[src/verilog/gpio_pin_controller_defines.svh]
// Summary of operation
// - Eight pins: input, push-pull, open-drain, interrupting.
// - Reset clears all direction bits: inputs.
// - Reset clears all pin interrupt enables.
// - Reset clears polarity: low level triggers.
// - Straps may make pins 5..0 indicators.
// - Buffer type bit picks push-pull or open-drain.
// - Open-drain drives low on 0, floats on 1.
// - Push-pull drives the data bit value.
// - Input pin data bit reads pin level.
// - Output pin: input buffer off, pull-up on.
// - Per-pin status and enable; status readable.
// - Enabled statuses ORed into one system request.
// - Level interrupts need more than 40 ns.
// - Polarity set: high level sets status.
// - Polarity clear: low level sets status.
// - Indicator pin: input buffer and pull-up off.
`ifndef GPIO_PIN_CONTROLLER_DEFINES_SVH
`define GPIO_PIN_CONTROLLER_DEFINES_SVH

`define PIN_COUNT 8
`define INDICATOR_COUNT 6
`define ADDR_WIDTH 12

// Register byte offsets
`define OFF_DATA_DIR 12'h000
`define OFF_CFG 12'h004
`define OFF_IRQ_STS_EN 12'h008
`define OFF_INDICATOR 12'h00c

// Field positions
`define FLD_LOW_LSB 0
`define FLD_HIGH_LSB 8
`define FLD_SYS_IRQ_BIT 8

// Reset values
`define RST_BYTE 8'h00
`define RST_INDICATOR 6'h00

// Bus answers
`define RESP_OKAY 2'b00
`define RESP_SLVERR 2'b10

// Interrupt level filter timing
`define CLK_PERIOD_NS 8
`define IRQ_MIN_ACTIVE_NS 40
`define IRQ_FILTER_CYCLES \
  ((`IRQ_MIN_ACTIVE_NS + `CLK_PERIOD_NS - 1) / `CLK_PERIOD_NS)

`endif

[src/verilog/gpio_pin_controller_pkg.sv]
`default_nettype none
package gpio_pin_controller_pkg;

  // Per-pin software configuration, one bit per pin in each field
  typedef struct packed {
    logic [7:0] pin_direction;
    logic [7:0] pin_buffer_type;
    logic [7:0] pin_data;
    logic [7:0] pin_irq_polarity;
    logic [7:0] pin_irq_enable;
  } pin_cfg_s;

  // Pad-facing controls for the eight pins
  typedef struct packed {
    logic [7:0] out;
    logic [7:0] oe;
    logic [7:0] in_enable;
    logic [7:0] pullup_enable;
  } pad_ctrl_s;

  typedef logic [2:0] filter_cnt_t;

endpackage
`default_nettype wire

[src/verilog/gpio_pin_controller.sv]
// The implementer's own choices: the placing of the registers and the AXI4-Lite register port.
`timescale 1ns/1ps
`default_nettype none
`include "gpio_pin_controller_defines.svh"

module gpio_pin_controller
  import gpio_pin_controller_pkg::*;
(
  input wire logic clk,
  input wire logic reset_n,
  input wire logic [11:0] s_axi_awaddr,
  input wire logic s_axi_awvalid,
  output logic s_axi_awready,
  input wire logic [31:0] s_axi_wdata,
  input wire logic [3:0] s_axi_wstrb,
  input wire logic s_axi_wvalid,
  output logic s_axi_wready,
  output logic [1:0] s_axi_bresp,
  output logic s_axi_bvalid,
  input wire logic s_axi_bready,
  input wire logic [11:0] s_axi_araddr,
  input wire logic s_axi_arvalid,
  output logic s_axi_arready,
  output logic [31:0] s_axi_rdata,
  output logic [1:0] s_axi_rresp,
  output logic s_axi_rvalid,
  input wire logic s_axi_rready,
  input wire logic [7:0] pin_in,
  output pad_ctrl_s pad,
  input wire logic [5:0] indicator_enable_strap,
  input wire logic [5:0] indicator_level,
  output logic system_irq
);

  pin_cfg_s cfg_reg;
  pin_cfg_s cfg_next;
  logic [7:0] irq_status_reg;
  logic [7:0] irq_status_next;
  logic [5:0] indicator_enable_reg;
  logic [5:0] indicator_enable_next;
  logic strap_taken_reg;
  logic [7:0] sync1_reg;
  logic [7:0] sync2_reg;
  logic aw_held_reg;
  logic w_held_reg;
  logic [11:0] aw_addr_reg;
  logic [31:0] w_data_reg;
  logic [3:0] w_strb_reg;
  logic bvalid_reg;
  logic [1:0] bresp_reg;
  logic rvalid_reg;
  logic [31:0] rdata_reg;
  logic [1:0] rresp_reg;
  filter_cnt_t filt_cnt_reg [8];

  wire [7:0] pin_active;
  wire [7:0] level_hit;
  wire [7:0] ind_mask;
  wire [7:0] lo_mask;
  wire [7:0] hi_mask;
  wire [7:0] w_lo;
  wire [7:0] w_hi;
  wire [7:0] sts_clear;
  wire [7:0] data_view;
  wire do_write;
  wire wr_dd;
  wire wr_cfg;
  wire wr_sts;
  wire wr_ind;
  wire wr_hit;
  wire rd_take;
  wire rd_dd;
  wire rd_cfg;
  wire rd_sts;
  wire rd_ind;
  wire [31:0] rd_mux;

  // Bus handshakes; one write and one read in flight at most
  assign s_axi_awready = !aw_held_reg && !bvalid_reg;
  assign s_axi_wready = !w_held_reg && !bvalid_reg;
  assign s_axi_arready = !rvalid_reg;
  assign s_axi_bvalid = bvalid_reg;
  assign s_axi_bresp = bresp_reg;
  assign s_axi_rvalid = rvalid_reg;
  assign s_axi_rdata = rdata_reg;
  assign s_axi_rresp = rresp_reg;
  assign do_write = aw_held_reg && w_held_reg;
  assign rd_take = s_axi_arvalid && !rvalid_reg;

  // Write decode and byte lane masks
  assign wr_dd = do_write && (aw_addr_reg == `OFF_DATA_DIR);
  assign wr_cfg = do_write && (aw_addr_reg == `OFF_CFG);
  assign wr_sts = do_write && (aw_addr_reg == `OFF_IRQ_STS_EN);
  assign wr_ind = do_write && (aw_addr_reg == `OFF_INDICATOR);
  assign wr_hit = wr_dd || wr_cfg || wr_sts || wr_ind;
  assign lo_mask = {8{w_strb_reg[0]}};
  assign hi_mask = {8{w_strb_reg[1]}};
  assign w_lo = w_data_reg[`FLD_LOW_LSB +: 8];
  assign w_hi = w_data_reg[`FLD_HIGH_LSB +: 8];
  assign sts_clear = wr_sts ? (w_lo & lo_mask) : `RST_BYTE;

  // Register next values, byte lanes honoured
  always_comb begin
    cfg_next = cfg_reg;
    indicator_enable_next = indicator_enable_reg;
    if (wr_dd) begin
      cfg_next.pin_data = (cfg_reg.pin_data & ~lo_mask) | (w_lo & lo_mask);
      cfg_next.pin_direction =
        (cfg_reg.pin_direction & ~hi_mask) | (w_hi & hi_mask);
    end
    if (wr_cfg) begin
      cfg_next.pin_buffer_type =
        (cfg_reg.pin_buffer_type & ~lo_mask) | (w_lo & lo_mask);
      cfg_next.pin_irq_polarity =
        (cfg_reg.pin_irq_polarity & ~hi_mask) | (w_hi & hi_mask);
    end
    if (wr_sts) begin
      cfg_next.pin_irq_enable =
        (cfg_reg.pin_irq_enable & ~hi_mask) | (w_hi & hi_mask);
    end
    if (!strap_taken_reg) begin
      indicator_enable_next = indicator_enable_strap;
    end else if (wr_ind && w_strb_reg[0]) begin
      indicator_enable_next = w_lo[5:0];
    end
  end

  // Configuration registers
  always_ff @(posedge clk or negedge reset_n) begin
    if (!reset_n) begin
      cfg_reg <= '0;
      indicator_enable_reg <= `RST_INDICATOR;
      strap_taken_reg <= 1'b0;
    end else begin
      cfg_reg <= cfg_next;
      indicator_enable_reg <= indicator_enable_next;
      strap_taken_reg <= 1'b1;
    end
  end

  // Two-flop input synchroniser
  always_ff @(posedge clk or negedge reset_n) begin
    if (!reset_n) begin
      sync1_reg <= `RST_BYTE;
      sync2_reg <= `RST_BYTE;
    end else begin
      sync1_reg <= pin_in;
      sync2_reg <= sync1_reg;
    end
  end

  // Active level per pin from its polarity bit
  assign pin_active =
    ~(sync2_reg ^ cfg_reg.pin_irq_polarity);

  // Per-pin level filter: active level must persist the minimum time
  genvar gi;
  generate
    for (gi = 0; gi < `PIN_COUNT; gi++) begin : g_filt
      always_ff @(posedge clk or negedge reset_n) begin
        if (!reset_n) begin
          filt_cnt_reg[gi] <= '0;
        end else if (!pin_active[gi]) begin
          filt_cnt_reg[gi] <= '0;
        end else if (!level_hit[gi]) begin
          filt_cnt_reg[gi] <= filt_cnt_reg[gi] + 3'h1;
        end
      end
      assign level_hit[gi] =
        (filt_cnt_reg[gi] == 3'(`IRQ_FILTER_CYCLES));
    end
  endgenerate

  // Sticky status; a new hit beats a clear in the same cycle
  assign irq_status_next = (irq_status_reg & ~sts_clear) | level_hit;

  always_ff @(posedge clk or negedge reset_n) begin
    if (!reset_n) begin
      irq_status_reg <= `RST_BYTE;
    end else begin
      irq_status_reg <= irq_status_next;
    end
  end

  // Single aggregated request
  assign system_irq = |(irq_status_reg & cfg_reg.pin_irq_enable);

  // Pad drive: indicator, push-pull or open-drain
  assign ind_mask = {2'h0, indicator_enable_reg};
  generate
    for (gi = 0; gi < `PIN_COUNT; gi++) begin : g_pad
      if (gi < `INDICATOR_COUNT) begin : g_ind
        assign pad.out[gi] = ind_mask[gi] ? indicator_level[gi] :
          (!cfg_reg.pin_buffer_type[gi] && cfg_reg.pin_data[gi]);
      end else begin : g_gp
        assign pad.out[gi] =
          !cfg_reg.pin_buffer_type[gi] && cfg_reg.pin_data[gi];
      end
      // Open-drain floats on a 1, push-pull drives whenever the direction bit is set
      assign pad.oe[gi] = ind_mask[gi] || (cfg_reg.pin_direction[gi] &&
        (!cfg_reg.pin_buffer_type[gi] ||
        !cfg_reg.pin_data[gi]));
    end
  endgenerate
  assign pad.in_enable = ~cfg_reg.pin_direction & ~ind_mask;
  assign pad.pullup_enable = ~ind_mask;

  // Read decode
  assign data_view = (cfg_reg.pin_direction & cfg_reg.pin_data) |
    (~cfg_reg.pin_direction & sync2_reg);
  assign rd_dd = s_axi_araddr == `OFF_DATA_DIR;
  assign rd_cfg = s_axi_araddr == `OFF_CFG;
  assign rd_sts = s_axi_araddr == `OFF_IRQ_STS_EN;
  assign rd_ind = s_axi_araddr == `OFF_INDICATOR;
  assign rd_mux =
    rd_dd ? {16'h0000, cfg_reg.pin_direction, data_view} :
    rd_cfg ? {16'h0000, cfg_reg.pin_irq_polarity, cfg_reg.pin_buffer_type} :
    rd_sts ? {16'h0000, cfg_reg.pin_irq_enable, irq_status_reg} :
    rd_ind ? {23'h000000, system_irq, 2'h0, indicator_enable_reg} :
    32'h00000000;

  // Write channel capture and response
  always_ff @(posedge clk or negedge reset_n) begin
    if (!reset_n) begin
      aw_held_reg <= 1'b0;
      w_held_reg <= 1'b0;
      aw_addr_reg <= 12'h000;
      w_data_reg <= 32'h00000000;
      w_strb_reg <= 4'h0;
      bvalid_reg <= 1'b0;
      bresp_reg <= `RESP_OKAY;
    end else begin
      if (s_axi_awvalid && s_axi_awready) begin
        aw_held_reg <= 1'b1;
        aw_addr_reg <= s_axi_awaddr;
      end
      if (s_axi_wvalid && s_axi_wready) begin
        w_held_reg <= 1'b1;
        w_data_reg <= s_axi_wdata;
        w_strb_reg <= s_axi_wstrb;
      end
      if (do_write) begin
        aw_held_reg <= 1'b0;
        w_held_reg <= 1'b0;
        bvalid_reg <= 1'b1;
        bresp_reg <= wr_hit ? `RESP_OKAY : `RESP_SLVERR;
      end else if (s_axi_bready) begin
        bvalid_reg <= 1'b0;
      end
    end
  end

  // Read channel
  always_ff @(posedge clk or negedge reset_n) begin
    if (!reset_n) begin
      rvalid_reg <= 1'b0;
      rdata_reg <= 32'h00000000;
      rresp_reg <= `RESP_OKAY;
    end else if (rd_take) begin
      rvalid_reg <= 1'b1;
      rdata_reg <= rd_mux;
      rresp_reg <= (rd_dd || rd_cfg || rd_sts || rd_ind) ?
        `RESP_OKAY : `RESP_SLVERR;
    end else if (s_axi_rready) begin
      rvalid_reg <= 1'b0;
    end
  end

  generate
    for (gi = 0; gi < `PIN_COUNT; gi++) begin : g_chk

    end
  endgenerate
endmodule
`default_nettype wire

[config.mk]
export PLATFORM = sky130hd
export DESIGN_NAME = gpio_pin_controller
export DESIGN_NICKNAME = d
export VERILOG_FILES = /design/src/verilog/gpio_pin_controller_pkg.sv /design/src/verilog/gpio_pin_controller.sv
export VERILOG_INCLUDE_DIRS = /design/src /design/src/verilog
export SDC_FILE = /design/constraint.sdc
export NUM_CORES = 1
export LEC_CHECK = 0
export BUFFER_PORTS_ARGS = -buffer_cell sky130_fd_sc_hd__buf_4
export CAP_MARGIN = 25
export CORE_MARGIN = 2
export CORE_UTILIZATION = 33
export DETAILED_ROUTE_END_ITERATION = 7
export HOLD_SLACK_MARGIN = 0.15
export PLACE_DENSITY_LB_ADDON = 0.15
export SLEW_MARGIN = 25
export SYNTH_ARGS = -nofsm -noshare
export SYNTH_HDL_FRONTEND = slang
export SYNTH_SLANG_ARGS = --single-unit
[constraint.sdc]
create_clock -name clk -period 4.59 [get_ports clk]
set_input_delay 0.6885 -clock clk [delete_from_list [all_inputs] [get_ports clk]]
set_output_delay 0.6885 -clock clk [all_outputs]
set_load 0.05 [all_outputs]
==> run metrics <==
EDFF count, synth 0; total vias in the final route approximately 4,800; critical path required time 4880 ps; crit path cell chain or4_4 > nor3_1 > nand4b_1 > mux2_2; top post-synthesis cells by count 147 x sky130_fd_sc_hd__dfrtp_1, 72 x sky130_fd_sc_hd__nand2_1, 60 x sky130_fd_sc_hd__mux2_2; internal power about 2.8 mW; gr usage total 16.4%; area of combinational cells with multiple inputs 0.00283 mm2; total net switching power 1.17 mW; top_reg_cell synth sky130_fd_sc_hd__dfrtp_1; setup repair after global routing missed its margin false; overall power 3.95 mW; Row Count 52; full die area approximately 0.022 mm2; area of all sequential standard cells 0.00368 mm2; global-route wire length before repair 27,200 um; dominant cell by count in the synthesized netlist sky130_fd_sc_hd__dfrtp_1; static leakage power 4.12 nW; DR iter-0 viols 236; antenna fix cells 0; warnings from Yosys 0; detail-routed net length per standard cell 17.3 um; post-synthesis area per instance between 10 and 15 um2; DRC violation count after routing 0; cell area power density 462 mW/mm2; slew margin rel. around 28%; async set-or-reset flop fraction in the synthesized netlist 100%; distinct cell type count of the synthesized netlist 47; number of optimization iterations in the first detailed-route pass 4; clock sinks ~150; clock tree root buffer cell sky130_fd_sc_hd__clkbuf_16; port buffer count 122; relative contribution of combinational cells to total power 19.2%; Die Span X 147 um; I/O pin count 161; Hold-fix buffers, CTS 0; clock transition time at the flip-flop clock pins of the worst setup and hold paths 60 ps; top cell type by total area after synthesis sky130_fd_sc_hd__dfrtp_1; maximum fanout count along the critical path 8; maximum number of pins on one net before global-route repair 89; estimated wirelength of the detail-placed design 11,800 um; max-slew violation total from the final report 0; number of buffers inserted to repair setup after CTS 0; worst vdd rail ir drop between 200 and 300 uV; post-synth top area share 54.1%; sequential-to-total area share from yosys stat 54.1%; via count of the first global-routing pass just over 5,000; fraction of layout cells with a size suffix above 1 between 30% and 40%; maximum operating frequency between 0.3 and 0.4 GHz; synthesis-to-finish area growth 25.8%; path type of the worst min-delay path reg2reg; GR Overflow Total 0; Least-Margin Pin Slew between 1000 and 1500 ps; clock latency reported for the late side of the worst-skew pair 420 ps; master of the slowest instance on the critical path sky130_fd_sc_hd__nand4b_1; Final min period between 2000 and 3000 ps; Antenna Nets Post-Route 0; Cell Area, Synth 0.00679 mm2; CTS HTree Levels 4; portion of total power attributed to the clock network between 30% and 40%; total of fill cells in the finished design 1,914; mean number of vias per cell 4.80; Synth area leaders sky130_fd_sc_hd__dfrtp_1 54%, sky130_fd_sc_hd__mux2_2 9.9%, sky130_fd_sc_hd__nand2_1 4.0%, sky130_fd_sc_hd__mux2_4 3.5%, sky130_fd_sc_hd__ha_1 2.9%; Switching Share a little under 30%; Setup Crit Path Kind reg2reg; final period utilization about 59%; clk buf depth 2; maxcap violations 0; number of gates resized after CTS 0; starting density of the core between 30% and 40%; sum of negative setup slack 0 ps; total detailed-routing wirelength 17,100 um; Worst Setup Start Kind flop; CTS tree done; clock buffer count from CTS 17; number of nets in the layout 816; status finished, final reports clean; number of endpoints failing setup at the final stage 0; final hold viol count 0; category of the worst setup path capture point flop; register share of total power 44.4%; CP delay by family, top simple AND/OR/NAND/NOR gates; number of flip-flops and latches in the synthesized netlist 147; Post-Syn Instances 585; worst path bufs/invs 0; endpoint arrival time on the critical path just over 3000 ps; final cell count without fillers 993; vertical die dimension around 150 um; largest stage delay on the critical path 740 ps; initial antenna violation count 0; Floorplan Core Area 0.0202 mm2; number of placed instances with taps included 964; maximum clock skew at final layout 6.57 ps; GP Congestion 0.728
-- through the flow --
stage | worst slack [ps] | hold slack (ps) | utilization (%) | cell area (um2)
finish | 1870 | 347 | 42.3 | 8550
global route | 1760 | 350 | 42.3 | 8550
CTS | 1770 | 349 | 42.3 | 8550
detailed placement | 1800 | 335 | 39.3 | 7950
global placement | 1840 | 337 | 39.3 | 7950
floorplan | 1870 | 331 | - | 6870
-- layout make-up --
class | instances | area share [%]
repair buffers | 128 | 11.3
inverters | 36 | 1.58
clock inverters | 10 | 1.87
clock buffers | 19 | 5.18
flip-flops and latches | 147 | 43.0
well taps | 270 | 3.95
multi-input cells | 383 | 33.1
-- worst paths after layout --
| check | from | slack (ps) | depth (start not counted) | end |
|---|---|---|---|---|
| hold / removal | sync1_reg[4] | 350 | 0 | sync2_reg[4] |
| setup reg to reg | aw_addr_reg[0] | 1870 | 4 | flop |
| min in group asynchronous | reset_n | 360 | 1 | w_data_reg[2] |
| setup / recovery | aw_addr_reg[0] | 1870 | 4 | flop |
| hold reg to reg | sync1_reg[4] | 350 | 0 | sync2_reg[4] |
| max in group asynchronous | reset_n | 3280 | 2 | filt_cnt_reg[2] |
-- per-layer routing --
layer	track usage (%)	vias up	share of wire (%)
met5	0	-	0
met4	4.81	0	1.3
met3	3.98	15	5.2
met2	27.0	143	48
met1	21.5	2364	46
li1	-	2243	-
-- kinds of logic after synthesis --
logic type,count (synthesis),synth area share [%]
adder cells (fa/ha/maj),16,2.95
AND/OR/NAND/NOR,165,11.4
XOR/XNOR,16,2.06
other,2,0.111
multiplexers,91,15.9
buffers and inverters,74,5.43
flip-flops,147,54.1
AO/OA/AOI/OAI,74,7.99
-- power groups by stage --
stage	logic, mW	registers (mW)	clock network, mW
2_1_floorplan	0.570	1.70	0
3_3_place_gp	0.745	1.77	0
5_1_grt	0.827	1.79	1.54
6_report	0.760	1.75	1.44
4_1_cts	0.772	1.76	1.47
3_5_place_dp	0.768	1.78	0
-- layout by cell type (no fill, tap or decap), types with 3 or more instances in the layout --
| cell | netlist | layout |
|---|---|---|
| sky130_fd_sc_hd__a21oi_1 | 4 | 4 |
| sky130_fd_sc_hd__a22o_1 | 7 | 7 |
| sky130_fd_sc_hd__o221ai_1 | 6 | 6 |
| sky130_fd_sc_hd__mux2_4 | 16 | 16 |
| sky130_fd_sc_hd__nand2b_1 | 10 | 10 |
| sky130_fd_sc_hd__a22oi_1 | 4 | 4 |
| sky130_fd_sc_hd__xor2_1 | 8 | 8 |
| sky130_fd_sc_hd__nor3_1 | 9 | 9 |
| sky130_fd_sc_hd__and2_0 | 3 | 3 |
| sky130_fd_sc_hd__clkbuf_16 | 0 | 17 |
| sky130_fd_sc_hd__bufinv_16 | 0 | 4 |
| sky130_fd_sc_hd__buf_4 | 20 | 127 |
| sky130_fd_sc_hd__a32oi_1 | 4 | 4 |
| sky130_fd_sc_hd__mux2_2 | 60 | 60 |
| sky130_fd_sc_hd__a32o_1 | 11 | 11 |
| sky130_fd_sc_hd__nand2_1 | 72 | 72 |
| sky130_fd_sc_hd__ha_1 | 16 | 16 |
| sky130_fd_sc_hd__a211oi_1 | 8 | 8 |
| sky130_fd_sc_hd__nor2_1 | 42 | 42 |
| sky130_fd_sc_hd__xnor2_1 | 8 | 8 |
| sky130_fd_sc_hd__o21a_1 | 5 | 5 |
| sky130_fd_sc_hd__clkinvlp_4 | 0 | 4 |
| sky130_fd_sc_hd__mux2i_1 | 14 | 14 |
| sky130_fd_sc_hd__conb_1 | 2 | 21 |
| sky130_fd_sc_hd__dfrtp_1 | 147 | 147 |
| sky130_fd_sc_hd__nand3_1 | 7 | 7 |
| sky130_fd_sc_hd__inv_1 | 36 | 36 |
| sky130_fd_sc_hd__o21ai_0 | 18 | 18 |
| sky130_fd_sc_hd__a31oi_1 | 4 | 4 |
Power figures use the tool's default switching activity.
